--- src/cos_pkg.sv ---
// constants for the color offset register select block
// assumes a 32-bit ahb-lite register bus with one register per aligned word
package cos_pkg;

    // --------------------------------------------------------------
    // register indices (byte address is four times the index)
    // --------------------------------------------------------------
    localparam int         IDX_W         = 5;
    localparam logic [4:0] IDX_C3_DAC_HI = 5'h09;
    localparam logic [4:0] IDX_C3_DAC_LO = 5'h0A;
    localparam logic [4:0] IDX_C4_DAC_HI = 5'h0B;
    localparam logic [4:0] IDX_C4_DAC_LO = 5'h0C;
    localparam logic [4:0] IDX_C5_DAC_HI = 5'h0D;
    localparam logic [4:0] IDX_C5_DAC_LO = 5'h0E;
    localparam logic [4:0] IDX_C1_DOFS   = 5'h0F;
    localparam logic [4:0] IDX_C2_DOFS   = 5'h10;
    localparam logic [4:0] IDX_C3_DOFS   = 5'h11;
    localparam logic [4:0] IDX_C4_DOFS   = 5'h12;
    localparam logic [4:0] IDX_MODE      = 5'h14;
    localparam logic [4:0] IDX_STATUS    = 5'h15;
    localparam logic [4:0] IDX_PAGE      = 5'h1F;
    localparam int         CFG_FIRST     = 9;
    localparam int         CFG_COUNT     = 10;

    // --------------------------------------------------------------
    // reset values and page
    // --------------------------------------------------------------
    localparam logic [7:0] RST_DAC_HI    = 8'h80;
    localparam logic [7:0] RST_DAC_LO    = 8'h00;
    localparam logic [7:0] RST_DOFS      = 8'h40;
    localparam logic [7:0] RST_PAGE      = 8'h00;
    localparam logic [1:0] RST_MODE      = 2'h0;
    localparam logic [7:0] PAGE_THIS     = 8'h01;

    // --------------------------------------------------------------
    // field layouts
    // --------------------------------------------------------------
    localparam int         DAC_LO_W      = 2;
    localparam int         DAC_W         = 10;
    localparam int         DOFS_W        = 7;
    localparam int         MODE_W        = 2;
    localparam int         STAT_DAC_LSB  = 16;
    localparam logic [9:0] MID_DAC       = 10'h200;
    localparam logic [6:0] MID_DOFS      = 7'h40;
    localparam int         NUM_COLORS    = 5;

    typedef enum logic [1:0] {
        MODE_LINE_SEQUENTIAL_COLOR = 2'b00,
        MODE_SINGLE_CHANNEL_FIXED  = 2'b01,
        MODE_TWO                   = 2'b10,
        MODE_THREE                 = 2'b11
    } cos_mode_e;

endpackage

--- src/cos_ahb_port.sv ---
// ahb-lite slave front end: decodes word accesses into index strobes
// assumes single whole-word transfers; answers with zero wait states
`timescale 1ns/1ns
module cos_ahb_port (
    // clock and reset
    input  wire logic        hclk,
    input  wire logic        hresetn,
    // ahb-lite slave
    input  wire logic        hsel,
    input  wire logic [31:0] haddr,
    input  wire logic [1:0]  htrans,
    input  wire logic        hwrite,
    input  wire logic [2:0]  hsize,
    input  wire logic        hready,
    input  wire logic [31:0] hwdata,
    output logic      [31:0] hrdata,
    output logic             hreadyout,
    output logic             hresp,
    // register side
    output logic             wr_en,
    output logic      [4:0]  wr_idx,
    output logic      [31:0] wr_data,
    output logic      [4:0]  rd_idx,
    input  wire logic [31:0] rd_data
);

    logic        take;
    logic        addr_ok;
    logic        wr_pend_reg, wr_pend_next;
    logic [4:0]  wr_idx_reg,  wr_idx_next;
    logic [31:0] hrdata_reg,  hrdata_next;

    // --------------------------------------------------------------
    // address phase capture
    // --------------------------------------------------------------
    always_comb begin
        take         = hsel && htrans[1] && hready;
        addr_ok      = (haddr[31:7] == 25'h0000000) && (haddr[1:0] == 2'h0) && (hsize == 3'h2);
        rd_idx       = haddr[6:2];
        wr_pend_next = take && hwrite && addr_ok;
        wr_idx_next  = wr_pend_next ? haddr[6:2] : wr_idx_reg;
        hrdata_next  = (take && !hwrite && addr_ok) ? rd_data : 32'h00000000;
    end

    always_ff @(posedge hclk or negedge hresetn) begin
        if (!hresetn) begin
            wr_pend_reg <= 1'b0;
            wr_idx_reg  <= 5'h00;
            hrdata_reg  <= 32'h00000000;
        end else begin
            wr_pend_reg <= wr_pend_next;
            wr_idx_reg  <= wr_idx_next;
            hrdata_reg  <= hrdata_next;
        end
    end

    assign wr_en     = wr_pend_reg;
    assign wr_idx    = wr_idx_reg;
    assign wr_data   = hwdata;
    assign hrdata    = hrdata_reg;
    assign hreadyout = 1'b1;
    assign hresp     = 1'b0;

endmodule

--- src/cos_color_sel.sv ---
// five-way selector of offset words by line color
// assumes color codes 1 to 5; any other code selects midscale
`timescale 1ns/1ns
module cos_color_sel (
    // selection
    input  wire logic [2:0]                 color,
    // candidates, color 1 in slot 0
    input  wire logic [4:0][cos_pkg::DAC_W-1:0]  dac_codes,
    input  wire logic [4:0][cos_pkg::DOFS_W-1:0] dofs_words,
    // result
    output logic      [cos_pkg::DAC_W-1:0]  dac_code,
    output logic      [cos_pkg::DOFS_W-1:0] dofs_word
);

    // maps a color code to its slot, or -1 when out of range
    function automatic int slot_of(input logic [2:0] c);
        if (c >= 3'h1 && c <= 3'h5) begin
            return int'(c) - 1;
        end
        return -1;
    endfunction

    always_comb begin
        dac_code  = cos_pkg::MID_DAC;
        dofs_word = cos_pkg::MID_DOFS;
        if (slot_of(color) >= 0) begin
            dac_code  = dac_codes[slot_of(color)];
            dofs_word = dofs_words[slot_of(color)];
        end
    end

endmodule

--- src/cos_top.sv ---
// color offset register bank with line-color selection
// assumes line_color is synchronous to hclk and stable through a line;
// color 1 and 2 dac words and color 5 digital offset come from elsewhere
`timescale 1ns/1ns

module cos_top (
    // clock and reset
    input  wire logic                        hclk,
    input  wire logic                        hresetn,
    // ahb-lite slave
    input  wire logic                        hsel,
    input  wire logic [31:0]                 haddr,
    input  wire logic [1:0]                  htrans,
    input  wire logic                        hwrite,
    input  wire logic [2:0]                  hsize,
    input  wire logic                        hready,
    input  wire logic [31:0]                 hwdata,
    output logic      [31:0]                 hrdata,
    output logic                             hreadyout,
    output logic                             hresp,
    // line color and words held elsewhere
    input  wire logic [2:0]                  line_color,
    input  wire logic [cos_pkg::DAC_W-1:0]   color1_dac_code,
    input  wire logic [cos_pkg::DAC_W-1:0]   color2_dac_code,
    input  wire logic [cos_pkg::DOFS_W-1:0]  color5_dofs,
    // line-sequential selection
    output logic      [cos_pkg::DAC_W-1:0]   line_dac_code,
    output logic      [cos_pkg::DOFS_W-1:0]  line_dofs,
    // fixed channel settings
    output logic      [cos_pkg::DAC_W-1:0]   blue_dac_code,
    output logic      [cos_pkg::DOFS_W-1:0]  red_dofs,
    output logic      [cos_pkg::DOFS_W-1:0]  green_dofs,
    output logic      [cos_pkg::DOFS_W-1:0]  blue_dofs
);

    // --------------------------------------------------------------
    // declarations
    // --------------------------------------------------------------
    localparam int N = cos_pkg::CFG_COUNT;

    logic                           wr_en;
    logic [4:0]                     wr_idx;
    logic [31:0]                    wr_data;
    logic [4:0]                     rd_idx;
    logic [31:0]                    rd_data;
    logic                           page_hit;

    logic [7:0]                     cfg_reg [0:N-1];
    logic [7:0]                     cfg_next [0:N-1];
    logic [7:0]                     page_reg, page_next;
    cos_pkg::cos_mode_e             mode_reg, mode_next;

    logic [4:0][cos_pkg::DAC_W-1:0]  dac_cand;
    logic [4:0][cos_pkg::DOFS_W-1:0] dofs_cand;
    logic [cos_pkg::DAC_W-1:0]      sel_dac;
    logic [cos_pkg::DOFS_W-1:0]     sel_dofs;

    logic [cos_pkg::DAC_W-1:0]      line_dac_reg,  line_dac_next;
    logic [cos_pkg::DOFS_W-1:0]     line_dofs_reg, line_dofs_next;
    logic [cos_pkg::DAC_W-1:0]      blue_dac_reg,  blue_dac_next;
    logic [cos_pkg::DOFS_W-1:0]     red_dofs_reg,  red_dofs_next;
    logic [cos_pkg::DOFS_W-1:0]     green_dofs_reg, green_dofs_next;
    logic [cos_pkg::DOFS_W-1:0]     blue_dofs_reg, blue_dofs_next;

    // --------------------------------------------------------------
    // helpers
    // --------------------------------------------------------------
    // reset value of a page register by its slot
    function automatic logic [7:0] cfg_reset(input int slot);
        logic [4:0] idx;
        idx = 5'(slot + cos_pkg::CFG_FIRST);
        if (idx >= cos_pkg::IDX_C1_DOFS) begin
            return cos_pkg::RST_DOFS;
        end
        if (idx[0]) begin
            return cos_pkg::RST_DAC_HI;
        end
        return cos_pkg::RST_DAC_LO;
    endfunction

    // slot of a page register index, -1 when not held here
    function automatic int cfg_slot(input logic [4:0] idx);
        if (idx >= cos_pkg::IDX_C3_DAC_HI && idx <= cos_pkg::IDX_C4_DOFS) begin
            return int'(idx) - cos_pkg::CFG_FIRST;
        end
        return -1;
    endfunction

    // ten-bit code from a high byte and a low byte
    function automatic logic [9:0] dac_join(input logic [7:0] hi, input logic [7:0] lo);
        return {hi, lo[cos_pkg::DAC_LO_W-1:0]};
    endfunction

    // --------------------------------------------------------------
    // bus front end
    // --------------------------------------------------------------
    cos_ahb_port u_port (
        .hclk      (hclk),
        .hresetn   (hresetn),
        .hsel      (hsel),
        .haddr     (haddr),
        .htrans    (htrans),
        .hwrite    (hwrite),
        .hsize     (hsize),
        .hready    (hready),
        .hwdata    (hwdata),
        .hrdata    (hrdata),
        .hreadyout (hreadyout),
        .hresp     (hresp),
        .wr_en     (wr_en),
        .wr_idx    (wr_idx),
        .wr_data   (wr_data),
        .rd_idx    (rd_idx),
        .rd_data   (rd_data)
    );

    // --------------------------------------------------------------
    // register writes
    // --------------------------------------------------------------
    always_comb begin
        page_hit  = (page_reg == cos_pkg::PAGE_THIS);
        page_next = page_reg;
        mode_next = mode_reg;
        for (int i = 0; i < N; i++) begin
            cfg_next[i] = cfg_reg[i];
        end
        if (wr_en) begin
            if (wr_idx == cos_pkg::IDX_PAGE) begin
                page_next = wr_data[7:0];
            end else if (page_hit && wr_idx == cos_pkg::IDX_MODE) begin
                mode_next = cos_pkg::cos_mode_e'(wr_data[cos_pkg::MODE_W-1:0]);
            end else if (page_hit && cfg_slot(wr_idx) >= 0) begin
                cfg_next[cfg_slot(wr_idx)] = wr_data[7:0];
            end
        end
    end

    always_ff @(posedge hclk or negedge hresetn) begin
        if (!hresetn) begin
            page_reg <= cos_pkg::RST_PAGE;
            mode_reg <= cos_pkg::MODE_LINE_SEQUENTIAL_COLOR;
            for (int i = 0; i < N; i++) begin
                cfg_reg[i] <= cfg_reset(i);
            end
        end else begin
            page_reg <= page_next;
            mode_reg <= mode_next;
            for (int i = 0; i < N; i++) begin
                cfg_reg[i] <= cfg_next[i];
            end
        end
    end

    // --------------------------------------------------------------
    // register reads
    // --------------------------------------------------------------
    // read page, mode and page words from next values so a write in its data phase is seen at once; status reads the output registers
    always_comb begin
        rd_data = 32'h00000000;
        if (rd_idx == cos_pkg::IDX_PAGE) begin
            rd_data[7:0] = page_next;
        end else if (page_hit && rd_idx == cos_pkg::IDX_MODE) begin
            rd_data[cos_pkg::MODE_W-1:0] = mode_next;
        end else if (page_hit && rd_idx == cos_pkg::IDX_STATUS) begin
            rd_data[cos_pkg::STAT_DAC_LSB +: cos_pkg::DAC_W] = line_dac_reg;
            rd_data[cos_pkg::DOFS_W-1:0] = line_dofs_reg;
        end else if (page_hit && cfg_slot(rd_idx) >= 0) begin
            rd_data[7:0] = cfg_next[cfg_slot(rd_idx)];
        end
    end

    // --------------------------------------------------------------
    // five-way selection by line color
    // --------------------------------------------------------------
    always_comb begin
        dac_cand[0]  = color1_dac_code;
        dac_cand[1]  = color2_dac_code;
        dac_cand[2]  = dac_join(cfg_reg[0], cfg_reg[1]);
        dac_cand[3]  = dac_join(cfg_reg[2], cfg_reg[3]);
        dac_cand[4]  = dac_join(cfg_reg[4], cfg_reg[5]);
        dofs_cand[0] = cfg_reg[6][cos_pkg::DOFS_W-1:0];
        dofs_cand[1] = cfg_reg[7][cos_pkg::DOFS_W-1:0];
        dofs_cand[2] = cfg_reg[8][cos_pkg::DOFS_W-1:0];
        dofs_cand[3] = cfg_reg[9][cos_pkg::DOFS_W-1:0];
        dofs_cand[4] = color5_dofs;
    end

    cos_color_sel u_sel (
        .color      (line_color),
        .dac_codes  (dac_cand),
        .dofs_words (dofs_cand),
        .dac_code   (sel_dac),
        .dofs_word  (sel_dofs)
    );

    // --------------------------------------------------------------
    // active settings
    // --------------------------------------------------------------
    // midscale means no correction, so idle outputs rest there
    always_comb begin
        line_dac_next   = cos_pkg::MID_DAC;
        line_dofs_next  = cos_pkg::MID_DOFS;
        blue_dac_next   = cos_pkg::MID_DAC;
        red_dofs_next   = cos_pkg::MID_DOFS;
        green_dofs_next = cos_pkg::MID_DOFS;
        blue_dofs_next  = cos_pkg::MID_DOFS;
        unique case (mode_reg)
            cos_pkg::MODE_LINE_SEQUENTIAL_COLOR: begin
                line_dac_next  = sel_dac;
                line_dofs_next = sel_dofs;
            end
            cos_pkg::MODE_SINGLE_CHANNEL_FIXED,
            cos_pkg::MODE_TWO,
            cos_pkg::MODE_THREE: begin
                // color 4 and 5 words are not consulted here
                blue_dac_next   = dac_cand[2];
                red_dofs_next   = dofs_cand[0];
                green_dofs_next = dofs_cand[1];
                blue_dofs_next  = dofs_cand[2];
            end
        endcase
    end

    always_ff @(posedge hclk or negedge hresetn) begin
        if (!hresetn) begin
            line_dac_reg   <= cos_pkg::MID_DAC;
            line_dofs_reg  <= cos_pkg::MID_DOFS;
            blue_dac_reg   <= cos_pkg::MID_DAC;
            red_dofs_reg   <= cos_pkg::MID_DOFS;
            green_dofs_reg <= cos_pkg::MID_DOFS;
            blue_dofs_reg  <= cos_pkg::MID_DOFS;
        end else begin
            line_dac_reg   <= line_dac_next;
            line_dofs_reg  <= line_dofs_next;
            blue_dac_reg   <= blue_dac_next;
            red_dofs_reg   <= red_dofs_next;
            green_dofs_reg <= green_dofs_next;
            blue_dofs_reg  <= blue_dofs_next;
        end
    end

    assign line_dac_code = line_dac_reg;
    assign line_dofs     = line_dofs_reg;
    assign blue_dac_code = blue_dac_reg;
    assign red_dofs      = red_dofs_reg;
    assign green_dofs    = green_dofs_reg;
    assign blue_dofs     = blue_dofs_reg;

endmodule

--- config.mk ---
export PLATFORM = sky130hd
export DESIGN_NAME = cos_top
export DESIGN_NICKNAME = d
export VERILOG_FILES = /design/src/cos_pkg.sv /design/src/cos_ahb_port.sv /design/src/cos_color_sel.sv /design/src/cos_top.sv
export SDC_FILE = /design/constraint.sdc
export NUM_CORES = 1
export LEC_CHECK = 0
export BUFFER_PORTS_ARGS = -buffer_cell sky130_fd_sc_hd__buf_2
export CAP_MARGIN = 0
export CORE_ASPECT_RATIO = 0.6
export CORE_MARGIN = 4
export CORE_UTILIZATION = 50
export CTS_CLUSTER_SIZE = 28
export DETAILED_ROUTE_END_ITERATION = 6
export PLACE_DENSITY = 0.76
export RECOVER_POWER = 25
export SLEW_MARGIN = 0
export SYNTH_ARGS = -nofsm -noshare
export SYNTH_HDL_FRONTEND = slang
export SYNTH_SLANG_ARGS = --single-unit
--- constraint.sdc ---
create_clock -name hclk -period 4.11 [get_ports hclk]
set_input_delay 0.6165 -clock hclk [delete_from_list [all_inputs] [get_ports hclk]]
set_output_delay 0.6165 -clock hclk [all_outputs]
set_load 0.005 [all_outputs]
==> run summary <==
Mux contribution to synthesized area: 15.7%
H-tree levels: 4
Antenna Nets Post-Route: 0
Routed vias/inst: 6.09
Crit-path max cell delay: 550 ps
Internal power: 2630 µW
Top cells by area, synth: dfrtp_1, mux2_2, dfstp_2
CP startpoint kind: register
Port Buffers: 144
Post-CTS Setup Bufs: 0
Synth Area in Adders: 1.99%
Full die area: 0.0196 mm²
CP delay by family, top: simple AND/OR/NAND/NOR gates
Initial antenna violation count: 1
CTS Sinks: 162
Largest family of logic cells by synthesized area: simple AND/OR/NAND/NOR gates
P_leak: 0.00465 µW
CP Data Required Time: 4380 ps
Ports: 186
Largest net degree at the start of global routing: 102
Synth Area in XOR/XNOR: 0.691%
Final setup vio count: 0
Final worst path period need: 3810 ps
Cells after Synth: 815
Slew Limit Fails: 102
Main synth FF type: dfrtp_1
N_diodes: 0
Number of synthesis warnings: 0
Worst hold path type: input pin to register
Setup_tns: 0 ps
Avg Cell Area, Syn: 10.7 µm²
Synth-to-Final Area Change: 18.0%
Post-synthesis cell area: 0.00869 mm²
Core Area: 0.0171 mm²
Pre-Repair DR Iteration Count: 5
Seq/Total Area, Yosys: 46.9%
Seq pwr share: 45.8%
Top post-synthesis cells by count: dfrtp_1, mux2_2, nand2_1, clkbuf_1
Yosys reg bits: 162
Status: finished, violations left
CTS max path bufs: 2
Worst setup EP type: register
Max FO, Critical Path: 14
Drt wl/cell: 22.0 µm
Synth Area in Compound Gates: 12.4%
Overall power: 3680 µW
Count leader, synth: dfrtp_1
Die width: 178 µm
First-pass GRT wire length: 40.7 mm
Sw Ratio: 28.6%
NetSw: 1050 µW
Slew headroom: -64.4%
CTS tree: yes
Worst vdd ir: 0.000317 V
Global route overflow: 0
FF-to-FF setup slack: 300 ps
Number of CTS-inserted buffers: 17
Critical path arrival: 4080 ps
Setup Skew: 20.7 ps
Resize count post-CTS: 0
RSZ-0062 raised after global routing: false
Count of cell types in the netlist: 78
Leading area contributor after synthesis: dfrtp_1
Vert. Die Dim: 110 µm
Failing checks: max-capacitance violations, max-slew violations
Max reg flops: 80
Clock share of power: 42.6%
Vias: 7330
F_max: 0.262 GHz
Final WL: 26.5 mm
Routability Congestion: 0.979
Clk root buf: clkbuf_16
EDFF count, synth: 0
1st-iter DRT viols: 794
Post-Synth Simple-Gate Area: 17.7%
Starting Density: 50.8%
Row count: 37
DR DRC count: 0
CP Buf/Inv Count: 1
# nets final: 1074
Critical path's slowest cell: and4_1
Post-synth ARST share: 100%
Final Hold Vio Count: 0
Layout cells sized above 1: 34.9%
Maxcap violations: 1
Count of hold-fix buffers inserted at cts: 0
Worst-path clk slew: 70 ps
Worst Tran Pin Value: 2470 ps
Logic gate share of total power: 11.6%
PD cells: 359 mW/mm²
Final period utilization: 92.7%
Final core utilization: 60.0%
Vias in the first global route: 6982
HPWL Detailed: 19.2 mm
Setup Crit Path Kind: register to register
Overall global routing resource usage: 27.4%
CP cell instances: inv_2 -> ha_1 -> or3b_1 -> a32o_1 -> o21a_1 -> and4_1 -> a221oi_1 -> a211oi_1 -> a211o_1 -> nor4b_1
Worst-skew pair later-pin latency: 440 ps
Yosys top cell area share: 42.9%
## cells by family after synthesis
family          count (synthesis)
flops                         162
compound gates                149
other cells                     2
simple gates                  276
fa+ha+maj                      14
mux                           122
buf+inv                        84
xor+xnor                        6
## worst reg2reg max path: cells and delay by family, from the launching register on
kind / cells / cell delay [ps]
AOI/OAI and AO/OA: 5 / 1340
adders and majority gates: 1 / 330
buffers and inverters: 1 / 200
DFF: 1 / 380
and+or+nand+nor: 3 / 1400
## worst paths after layout
path                                   from           endpoint  cells past startpoint
max reg2reg                u_port.wr_idx[0]   u_port.hrdata[4]                     10
max                        u_port.wr_idx[0]   u_port.hrdata[4]                     10
min in group asynchronous           hresetn        red_dofs[4]                      1
min                          color5_dofs[6]       line_dofs[6]                      2
min reg2reg                line_dac_code[6]  u_port.hrdata[22]                      1
max in group asynchronous           hresetn        cfg_reg[55]                      1
## final cells by class
| class | instances | area (µm²) |
|---|---|---|
| timing repair buffer | 178 | 976 |
| tap | 234 | 293 |
| sequential | 162 | 4070 |
| inverter | 15 | 56.3 |
| clock buffer | 18 | 429 |
| multi-input combinational | 583 | 4280 |
| fill | 1431 | 6830 |
| clock inverter | 14 | 144 |
## stage by stage
step,area [µm²],worst slack (ps),hold WS (ps),std cells
floorplan,8740,926,321,829
global placement,9680,456,446,1172
detailed placement,9680,464,459,1172
CTS,10300,405,320,1204
global route,10200,136,406,1204
finish,10200,300,408,1204
## power by group through the flow
stage / logic (µW) / clock network (µW) / registers (µW)
after detailed placement: 416 / 0 / 1710
after global routing: 467 / 1640 / 1690
after floorplan: 230 / 0 / 1710
after CTS: 419 / 1580 / 1680
after global placement: 408 / 0 / 1710
final: 426 / 1570 / 1680
## placed cells by master, fill, tap and decap left out, types with 7 or more instances in the layout
master	n
clkbuf_16	17
mux2_2	93
nor4_1	16
mux2i_1	11
nor3_1	29
nand4_1	9
mux2_1	16
dfstp_2	13
ha_1	13
nand2b_1	11
and2_1	19
nand3_1	12
a221oi_1	17
nor2_1	34
o221ai_1	7
nand2_1	63
nor2b_1	35
buf_2	143
dfrtp_1	149
buf_4	34
a211oi_1	11
inv_1	14
o21ai_0	16
conb_1	16
a21oi_1	33
## metal layers
metal  up-vias  GRT usage [%]  wire (µm)
li1       3255              -          -
met4         0           5.63        384
met2       419           38.9      10900
met1      3613           41.6      12000
met3        43           7.84       3140
met5         -              0          0
(Power assumes the default switching activity.)
